<file path="src/inc/bus_switch_pkg.sv">
// package: constants for the two-channel i2c bus switch control logic
package bus_switch_pkg;
    // ------------------------------------------------------------
    // addressing and register layout
    // ------------------------------------------------------------
    localparam logic [4:0] ADDR_FIXED     = 5'h0E;  // upper five address bits, arbitrary value
    localparam int         CTRL_CH0_BIT   = 0;
    localparam int         CTRL_CH1_BIT   = 1;
    localparam logic [1:0] CTRL_RESET_VAL = 2'h0;
    localparam int         NUM_CH         = 2;
    localparam logic [3:0] BIT_LAST       = 4'h7;
    // ------------------------------------------------------------
    // timing
    // ------------------------------------------------------------
    localparam int CLK_MHZ      = 250;
    localparam int SCL_MAX_KHZ  = 400;
    localparam int SCL_MIN_NS   = 1000000 / SCL_MAX_KHZ;        // shortest legal scl period
    localparam int SCL_MIN_CYC  = (SCL_MIN_NS * CLK_MHZ) / 1000; // clock cycles in that period
    localparam int SYNC_STAGES  = 2;
endpackage

</file>
<file path="src/inc/bus_switch_if.sv">
// interface: decoded i2c events passed from the edge detector to the slave logic
`timescale 1ns/1ps
interface bus_switch_if;
    logic scl_rise;
    logic scl_fall;
    logic start_det;
    logic stop_det;
    logic sda_lvl;
    modport detect (output scl_rise, output scl_fall, output start_det, output stop_det, output sda_lvl);
    modport slave  (input scl_rise, input scl_fall, input start_det, input stop_det, input sda_lvl);
endinterface

</file>
<file path="src/hdl/bus_edge_detect.sv">
// module: synchronises scl/sda and finds scl edges, start and stop
`timescale 1ns/1ps
module bus_edge_detect
    import bus_switch_pkg::*;
(
    input  wire logic         i_clk,
    input  wire logic         i_rst_n,
    input  wire logic         i_scl,
    input  wire logic         i_sda,
    bus_switch_if.detect      ev
);
    logic [SYNC_STAGES-1:0] scl_sync_q, scl_sync_d;
    logic [SYNC_STAGES-1:0] sda_sync_q, sda_sync_d;
    logic                   scl_old_q, sda_old_q;

    // ------------------------------------------------------------
    // synchronisers, first stage feeds only the second
    // ------------------------------------------------------------
    always_comb begin
        scl_sync_d = {scl_sync_q[0], i_scl};
        sda_sync_d = {sda_sync_q[0], i_sda};
    end

    always_ff @(posedge i_clk or negedge i_rst_n) begin
        if (!i_rst_n) begin
            scl_sync_q <= '1;
            sda_sync_q <= '1;
            scl_old_q  <= 1'b1;
            sda_old_q  <= 1'b1;
        end else begin
            scl_sync_q <= scl_sync_d;
            sda_sync_q <= sda_sync_d;
            scl_old_q  <= scl_sync_q[1];
            sda_old_q  <= sda_sync_q[1];
        end
    end

    // edges are relative to the previous synchronised sample, so any scl rate works whose high and low phases each last long enough for i_clk to sample them
    assign ev.scl_rise  = scl_sync_q[1] & ~scl_old_q;
    assign ev.scl_fall  = ~scl_sync_q[1] & scl_old_q;
    assign ev.start_det = scl_sync_q[1] & scl_old_q & sda_old_q & ~sda_sync_q[1];
    assign ev.stop_det  = scl_sync_q[1] & scl_old_q & ~sda_old_q & sda_sync_q[1];
    assign ev.sda_lvl   = sda_sync_q[1];
endmodule

</file>
<file path="src/hdl/bus_switch_top.sv">
// module: control logic of a two-channel i2c bus switch
`timescale 1ns/1ps
module bus_switch_top
    import bus_switch_pkg::*;
(
    input  wire logic I_CLK,
    input  wire logic I_RST_N,
    input  wire logic I_SCL,
    input  wire logic I_SDA,
    output logic      O_SDA_OE,
    input  wire logic I_ADDR_SEL_BIT0,
    input  wire logic I_ADDR_SEL_BIT1,
    input  wire logic I_DOWNSTREAM_IRQ_IN_0_N,
    input  wire logic I_DOWNSTREAM_IRQ_IN_1_N,
    output logic      O_IRQ_N,
    output logic      O_CH_EN_0,
    output logic      O_CH_EN_1
);
    typedef enum logic [2:0] {ST_IDLE, ST_ADDR, ST_ADDR_ACK, ST_DATA, ST_DATA_ACK, ST_READ, ST_READ_ACK} state_e;

    bus_switch_if ev ();

    state_e       state_q, state_d;
    logic [7:0]   shift_q, shift_d;
    logic [3:0]   bit_q, bit_d;
    logic [1:0]   ctrl_q, ctrl_d;
    logic         oe_q, oe_d;
    logic         irq_q, irq_d;
    logic [1:0]   asel_q, asel_d;
    logic [1:0]   asel_m_q;
    logic [1:0]   irq_m_q, irq_s_q;

    // ------------------------------------------------------------
    // bus event detection on the upstream pair
    // ------------------------------------------------------------
    // edges are found by sampling, so a stopped scl just means no events
    bus_edge_detect u_edge (
        .i_clk   (I_CLK),
        .i_rst_n (I_RST_N),
        .i_scl   (I_SCL),
        .i_sda   (I_SDA),
        .ev      (ev)
    );

    // ------------------------------------------------------------
    // pin synchronisers for address select and interrupt inputs
    // ------------------------------------------------------------
    always_ff @(posedge I_CLK or negedge I_RST_N) begin
        if (!I_RST_N) begin
            asel_m_q <= 2'h0;
            irq_m_q  <= 2'h3;
            irq_s_q  <= 2'h3;
        end else begin
            asel_m_q <= {I_ADDR_SEL_BIT1, I_ADDR_SEL_BIT0};
            irq_m_q  <= {I_DOWNSTREAM_IRQ_IN_1_N, I_DOWNSTREAM_IRQ_IN_0_N};
            irq_s_q  <= irq_m_q;
        end
    end

    // ------------------------------------------------------------
    // slave protocol: address, write data, read back
    // ------------------------------------------------------------
    always_comb begin
        state_d = state_q;
        shift_d = shift_q;
        bit_d   = bit_q;
        ctrl_d  = ctrl_q;
        oe_d    = oe_q;
        asel_d  = asel_m_q;
        irq_d   = &irq_s_q;
        if (ev.stop_det) begin
            state_d = ST_IDLE;
            oe_d    = 1'b0;
        end else if (ev.start_det) begin
            // repeated start restarts address phase
            state_d = ST_ADDR;
            bit_d   = 4'h0;
            oe_d    = 1'b0;
        end else begin
            case (state_q)
                ST_IDLE: begin
                    oe_d = 1'b0;
                end
                ST_ADDR, ST_DATA: begin
                    if (ev.scl_rise) begin
                        shift_d = {shift_q[6:0], ev.sda_lvl};
                        bit_d   = bit_q + 4'h1;
                    end
                    if (ev.scl_fall && bit_q == (BIT_LAST + 4'h1)) begin
                        if (state_q == ST_ADDR) begin
                            if (shift_q[7:1] == {ADDR_FIXED, asel_q}) begin
                                oe_d    = 1'b1;
                                state_d = ST_ADDR_ACK;
                            end else begin
                                state_d = ST_IDLE;
                            end
                        end else begin
                            ctrl_d  = shift_q[1:0];
                            oe_d    = 1'b1;
                            state_d = ST_DATA_ACK;
                        end
                    end
                end
                ST_ADDR_ACK: begin
                    if (ev.scl_fall) begin
                        bit_d = 4'h0;
                        if (shift_q[0]) begin
                            // read: present control register, msb first
                            shift_d = {6'h00, ctrl_q};
                            oe_d    = ~shift_d[7];
                            state_d = ST_READ;
                        end else begin
                            oe_d    = 1'b0;
                            state_d = ST_DATA;
                        end
                    end
                end
                ST_DATA_ACK: begin
                    if (ev.scl_fall) begin
                        oe_d    = 1'b0;
                        bit_d   = 4'h0;
                        state_d = ST_DATA;
                    end
                end
                ST_READ: begin
                    if (ev.scl_fall) begin
                        if (bit_q == BIT_LAST) begin
                            oe_d    = 1'b0;
                            state_d = ST_READ_ACK;
                        end else begin
                            shift_d = {shift_q[6:0], 1'b0};
                            bit_d   = bit_q + 4'h1;
                            oe_d    = ~shift_d[7];
                        end
                    end
                end
                ST_READ_ACK: begin
                    // master nack ends the read; ack sends the register again
                    if (ev.scl_rise) begin
                        state_d = ev.sda_lvl ? ST_IDLE : ST_READ_ACK;
                        bit_d   = ev.sda_lvl ? bit_q : 4'h0;
                        shift_d = {6'h00, ctrl_q};
                    end
                    if (ev.scl_fall && bit_q == 4'h0) begin
                        oe_d    = ~shift_q[7];
                        state_d = ST_READ;
                    end
                end
                default: begin
                    state_d = ST_IDLE;
                    oe_d    = 1'b0;
                end
            endcase
        end
    end

    // the reset pin I_RST_N clears this path asynchronously
    always_ff @(posedge I_CLK or negedge I_RST_N) begin
        if (!I_RST_N) begin
            state_q <= ST_IDLE;
            shift_q <= 8'h00;
            bit_q   <= 4'h0;
            ctrl_q  <= CTRL_RESET_VAL;
            oe_q    <= 1'b0;
            irq_q   <= 1'b1;
            asel_q  <= 2'h0;
        end else begin
            state_q <= state_d;
            shift_q <= shift_d;
            bit_q   <= bit_d;
            ctrl_q  <= ctrl_d;
            oe_q    <= oe_d;
            irq_q   <= irq_d;
            asel_q  <= asel_d;
        end
    end

    // ------------------------------------------------------------
    // outputs, all straight from flip-flops
    // ------------------------------------------------------------
    assign O_SDA_OE  = oe_q;
    assign O_IRQ_N   = irq_q;
    assign O_CH_EN_0 = ctrl_q[CTRL_CH0_BIT];
    assign O_CH_EN_1 = ctrl_q[CTRL_CH1_BIT];

    // ------------------------------------------------------------
    // assertions
    // ------------------------------------------------------------
    irq_and_a: assert property (@(posedge I_CLK) disable iff (!I_RST_N)
        O_IRQ_N == &$past(irq_s_q)) else $error("irq output not and of inputs");
    irq_idle_a: assert property (@(posedge I_CLK) disable iff (!I_RST_N)
        (&irq_s_q)[*2] |-> O_IRQ_N) else $error("irq low with no input");
    ctrl_hold_a: assert property (@(posedge I_CLK) disable iff (!I_RST_N)
        state_q != ST_DATA |=> $stable(ctrl_q) || $past(state_q) == ST_DATA)
        else $error("ctrl changed outside data phase");
    ctrl_load_a: assert property (@(posedge I_CLK) disable iff (!I_RST_N)
        state_q == ST_DATA && state_d == ST_DATA_ACK |=> ctrl_q == $past(shift_q[1:0]))
        else $error("ctrl not loaded from data byte");
    addr_match_a: assert property (@(posedge I_CLK) disable iff (!I_RST_N)
        state_q == ST_ADDR && state_d == ST_ADDR_ACK |-> shift_q[2:1] == asel_q)
        else $error("ack given to wrong address");
    ch_map_a: assert property (@(posedge I_CLK) disable iff (!I_RST_N)
        state_q == ST_DATA && state_d == ST_DATA_ACK |=> O_CH_EN_0 == $past(shift_q[0]) && O_CH_EN_1 == $past(shift_q[1]))
        else $error("channel map wrong");
    reset_off_a: assert property (@(posedge I_CLK)
        $rose(I_RST_N) |-> !O_CH_EN_0 && !O_CH_EN_1 && state_q == ST_IDLE)
        else $error("channels enabled after reset");
    stop_idle_a: assert property (@(posedge I_CLK) disable iff (!I_RST_N)
        ev.stop_det |=> state_q == ST_IDLE && !O_SDA_OE) else $error("stop did not idle");
    cov_write_c: cover property (@(posedge I_CLK) disable iff (!I_RST_N) state_q == ST_DATA_ACK);
    cov_read_c:  cover property (@(posedge I_CLK) disable iff (!I_RST_N) state_q == ST_READ);
    cov_both_c:  cover property (@(posedge I_CLK) disable iff (!I_RST_N) O_CH_EN_0 && O_CH_EN_1);
    cov_irq_c:   cover property (@(posedge I_CLK) disable iff (!I_RST_N) !O_IRQ_N);
endmodule

</file>
<file path="config.mk">
export PLATFORM = sky130hd
export DESIGN_NAME = bus_switch_top
export DESIGN_NICKNAME = d
export VERILOG_FILES = /design/src/inc/bus_switch_pkg.sv /design/src/inc/bus_switch_if.sv /design/src/hdl/bus_edge_detect.sv /design/src/hdl/bus_switch_top.sv
export SDC_FILE = /design/constraint.sdc
export NUM_CORES = 1
export LEC_CHECK = 0
export BUFFER_PORTS_ARGS = -buffer_cell sky130_fd_sc_hd__buf_2
export CAP_MARGIN = 20
export CORE_UTILIZATION = 50
export DETAILED_ROUTE_END_ITERATION = 8
export PLACE_DENSITY = 0.71
export SLEW_MARGIN = 20
export SYNTH_ARGS = -nofsm -noshare
export SYNTH_HDL_FRONTEND = slang
export SYNTH_SLANG_ARGS = --single-unit
</file>
<file path="constraint.sdc">
create_clock -name I_CLK -period 1.88 [get_ports I_CLK]
set_input_delay 0.376 -clock I_CLK [delete_from_list [all_inputs] [get_ports I_CLK]]
set_output_delay 0.376 -clock I_CLK [all_outputs]
set_load 0.05 [all_outputs]
</file>
==> summary by stage <==
Run status
The flow ran to the end, and the final reports show no timing, DRC or antenna violations.

Global route
The maximum number of pins on one net before global-route repair is 34. The via count of the first global-routing pass is 1,317. The global-route wire length before repair is 6.04 mm. The global routing usage summed across all routing layers is 0.234. The number of antenna violations at the first check in global routing is 0.

The total overflow left after global routing is 0.

Placed design
The weighted congestion at the end of routability-driven global placement is approximately 0.88. The count of input and output buffers is 11. In this run, placement finished with an instance count of 223. Detailed placement ended at an HPWL of 2.47 mm.

Timing
The number of slew-limit violations in the final report came to 0. Setup violations remaining at the end of the flow were counted as 0. The final count of hold timing violations was 0. The worst clock skew is 0.0128 ns. For the pin with the worst max-slew slack, the measured transition is about 0.7 ns. Setup repair after global routing could not meet its margin everywhere.

The post-layout minimum cycle time is 1.86 ns. The share of the clock period used by the worst path after layout is 0.991. The max-slew headroom at the worst pin is 0.534. Based on the critical path, the design can be clocked at up to 537 MHz.

Drt
The first detailed-routing pass took 4 iterations. The total via count in the routed design is approximately 1,400. The detailed-route vias per instance is ~5.8. The number of remaining DRC errors is 0. The post-detailed-routing wire length is 3.88 mm. After the first detailed-routing iteration, the DRC count stood at 88. The detail route stage leaves a number of antenna-violating nets equal to 0. The average routed wire per standard cell is 16.3 um.

Clocking
The total clock buffers created by CTS is 5. No sink is reached through more buffers than the 2 on the longest clock path. The latest clock arrival within the worst-skew pair is 0.35 ns.

The number of buffers inserted by hold repair at cts is 0. The number of clock sinks is 33. The root buffer cell is sky130_fd_sc_hd__clkbuf_4. The clock transition at the register clock pins on the worst setup and hold paths after CTS is roughly 0.12 ns.

The count of H-tree levels built during CTS is 2. The TritonCTS clock tree is built.

Logic synthesis
The sequential-to-total area share from yosys stat is 0.498. Of the total synthesized cell area, the portion taken by AND, OR, NAND and NOR gates is 0.172. The most used flip-flop cell after synthesis is sky130_fd_sc_hd__dfrtp_1. The proportion of synthesized area in mux cells is 0.0319.

In this run, synthesis inferred 0 flip-flops with an integrated enable. The share of synthesized area in the top cell type comes to 0.326. Summed over all instances, the cell type with the most area after synthesis is sky130_fd_sc_hd__dfrtp_1.

The xor/xnor cell area share of the yosys netlist is 0.0156. The netlist uses 54 different library cells. Of the total synthesized cell area, the portion taken by full adders, half adders and majority gates is 0.0148. The compound-cell area share of the yosys netlist is 0.221. In the synthesized netlist, the number of instances is 159.

After synthesis, the largest family of logic cells by area is compound AO/OA/AOI/OAI gates. Synthesis inferred 33 register bits. The synthesis warning total is 0. The mean cell area of the mapped netlist is about 11 um2.

The mapped netlist covers 1690 um2. In the synthesized netlist the async set-or-reset flop fraction comes to 1.00. The number of nets handed over by synthesis was 169. By area the synthesized netlist is led by sky130_fd_sc_hd__dfrtp_1, sky130_fd_sc_hd__dfstp_2, sky130_fd_sc_hd__o21ai_0.

Power
The power per cell area is approximately 1400 nW/um2. The share of power burned in registers is 0.338. The share of total power dissipated in combinational logic is 0.531. The worst-case IR drop observed on VDD is 0.652 mV. The static power due to leakage is 0.000910 uW. The internal portion of the total power is about 1700 uW.

The power spent charging and discharging nets is ~1300 uW. The net switching fraction of the power is 0.429. The share of power burned in the clock network is 0.131.

Setup path
The largest driver fanout on the critical path is 4. The startpoint class of the critical path is a register. The setup check on the worst reg-to-reg path leaves a slack of 0.02 ns. The kind of end point of the critical path is a register. The worst register-to-register path begins at bit_q[1]$_DFFE_PN0P_. By startpoint and endpoint, the worst setup path is classified as register to register. For the worst setup path, the data arrival time is 2.16 ns. The start point of the critical path is bit_q[1]$_DFFE_PN0P_.

The required time of the worst setup path is 2.17 ns.

Final layout
The final core utilization is 0.677. The ratio of cells with drive above 1 in the final layout is 0.412. The most common cell after layout, fill and taps aside is sky130_fd_sc_hd__dfrtp_1. In the layout the commonest cells are sky130_fd_sc_hd__dfrtp_1, sky130_fd_sc_hd__buf_4, sky130_fd_sc_hd__dfstp_2, sky130_fd_sc_hd__buf_2, sky130_fd_sc_hd__nor2_1. Compared with the post-synthesis result, the final layout area differs by 25.6%. The final net count is 203.

The number of antenna cells inserted is 0. The number of cells in the finished layout apart from fillers is between 200 and 250.

Floorplan
The core box area is 3130 um2. The die height is between 60 and 70 um. The die width is 60.1 um. Row generation in the floorplan step produced 20 rows. The number of ports placed on the die boundary is 12. The die covers 3610 um2.

The initial utilization of the core area, before any placement, comes to 0.539.

Worst hold path
In this run the worst hold path is classified as input port to asynchronous set/reset pin.

Flow run
The tool flagged a number of max-cap violations equal to 0.
==> state kept, by name, summed over array words and instances (netlist names) <==
signal / flops
bit_q: 4
asel_d: 2
state_q: 3
u_edge.sda_old_q: 1
O_SDA_OE: 1
ctrl_q: 2
asel_q: 2
u_edge.sda_sync_q: 2
O_IRQ_N: 1
u_edge.scl_sync_q: 2
u_edge.scl_old_q: 1
irq_s_q: 2
shift_q: 8
irq_m_q: 2
==> area by class of cell <==
class,instances,area (um2)
Fill cell,260,1010
Multi-Input combinational cell,107,891
Sequential cell,33,840
Timing Repair Buffer,33,225
Tap cell,44,55.1
Inverter,13,52.6
Clock buffer,5,37.5
Clock inverter,3,17.5
==> routing by layer <==
metal / track usage / up-vias / routed length [um]
li1: - / 662 / -
met3: 0.0541 / 13 / 148
met4: 0.116 / 0 / 90
met2: 0.383 / 43 / 1920
met1: 0.289 / 671 / 1720
met5: 0 / - / 0
==> Yosys cell counts (3+ instances only) <==
library cell	number
sky130_fd_sc_hd__a21oi_1	9
sky130_fd_sc_hd__buf_2	3
sky130_fd_sc_hd__nand2_1	3
sky130_fd_sc_hd__o21ai_0	12
sky130_fd_sc_hd__a211oi_1	3
sky130_fd_sc_hd__nor2_1	10
sky130_fd_sc_hd__inv_1	11
sky130_fd_sc_hd__nand2b_1	4
sky130_fd_sc_hd__nand4_1	7
sky130_fd_sc_hd__o31ai_1	3
sky130_fd_sc_hd__dfstp_2	11
sky130_fd_sc_hd__dfrtp_1	22
sky130_fd_sc_hd__nand3_1	5
sky130_fd_sc_hd__xor2_1	3
==> power groups by stage <==
| stage | sequential (uW) | clock [uW] | combinational (uW) |
|---|---|---|---|
| after floorplan | 1020 | 0 | 913 |
| after detailed placement | 1030 | 0 | 1280 |
| final | 1030 | 401 | 1620 |
| after global placement | 1020 | 0 | 1270 |
| after CTS | 1020 | 414 | 1380 |
| after global routing | 1060 | 449 | 1760 |
==> worst max-delay path, cell delays in order, from the launching register on <==
cell and delay [ns]:
sky130_fd_sc_hd__dfrtp_1 0.41, sky130_fd_sc_hd__inv_2 0.10, sky130_fd_sc_hd__ha_4 0.15, sky130_fd_sc_hd__nand4bb_4 0.17, sky130_fd_sc_hd__o2111ai_4 0.29, sky130_fd_sc_hd__o41ai_4 0.13, sky130_fd_sc_hd__or4_1 0.43, sky130_fd_sc_hd__a21oi_2 0.14
==> repair_timing <==
item,in CTS,in global routing
hold endpoints to repair,0,0
resized for setup,6,28
setup endpoints to repair,2,16
buffers inserted,3,4
pin swaps,5,14
==> metrics by stage <==
step / instance area (um2) / TNS, ns / hold slack (ns) / setup WS (ns) / power (uW)
CTS: 1990 / 0 / 0.0857 / 0.00366 / 2810
floorplan: 1690 / 0 / 0.0804 / 0.0862 / 1940
global placement: 1880 / 0 / 0.333 / 0.0106 / 2290
finish: 2120 / 0 / 0.0523 / 0.0162 / 3060
detailed placement: 1880 / -0.0581 / 0.336 / -0.0581 / 2320
global route: 2120 / -0.381 / 0.0937 / -0.0764 / 3260
==> worst paths after layout <==
kind                                               end  cells past startpoint
worst max-delay path              O_SDA_OE$_DFFE_PN0P_                      7
worst min-delay path            state_q[1]$_DFFE_PN0P_                      1
max in group asynchronous         bit_q[0]$_DFFE_PN0P_                      1
worst max register to register    O_SDA_OE$_DFFE_PN0P_                      7
worst min register to register     asel_q[0]$_DFF_PN0_                      0
min in group I_CLK                irq_m_q[0]$_DFF_PN1_                      1
==> logic make-up (layout without fill, tap and decap cells) <==
| logic type | count (synthesis) | count (layout) |
|---|---|---|
| mux | 5 | 5 |
| simple gates | 47 | 47 |
| xor+xnor | 3 | 3 |
| fa+ha+maj | 2 | 2 |
| flops | 33 | 33 |
| compound gates | 50 | 50 |
| buf+inv | 19 | 54 |
Power figures use the tool's default switching activity.
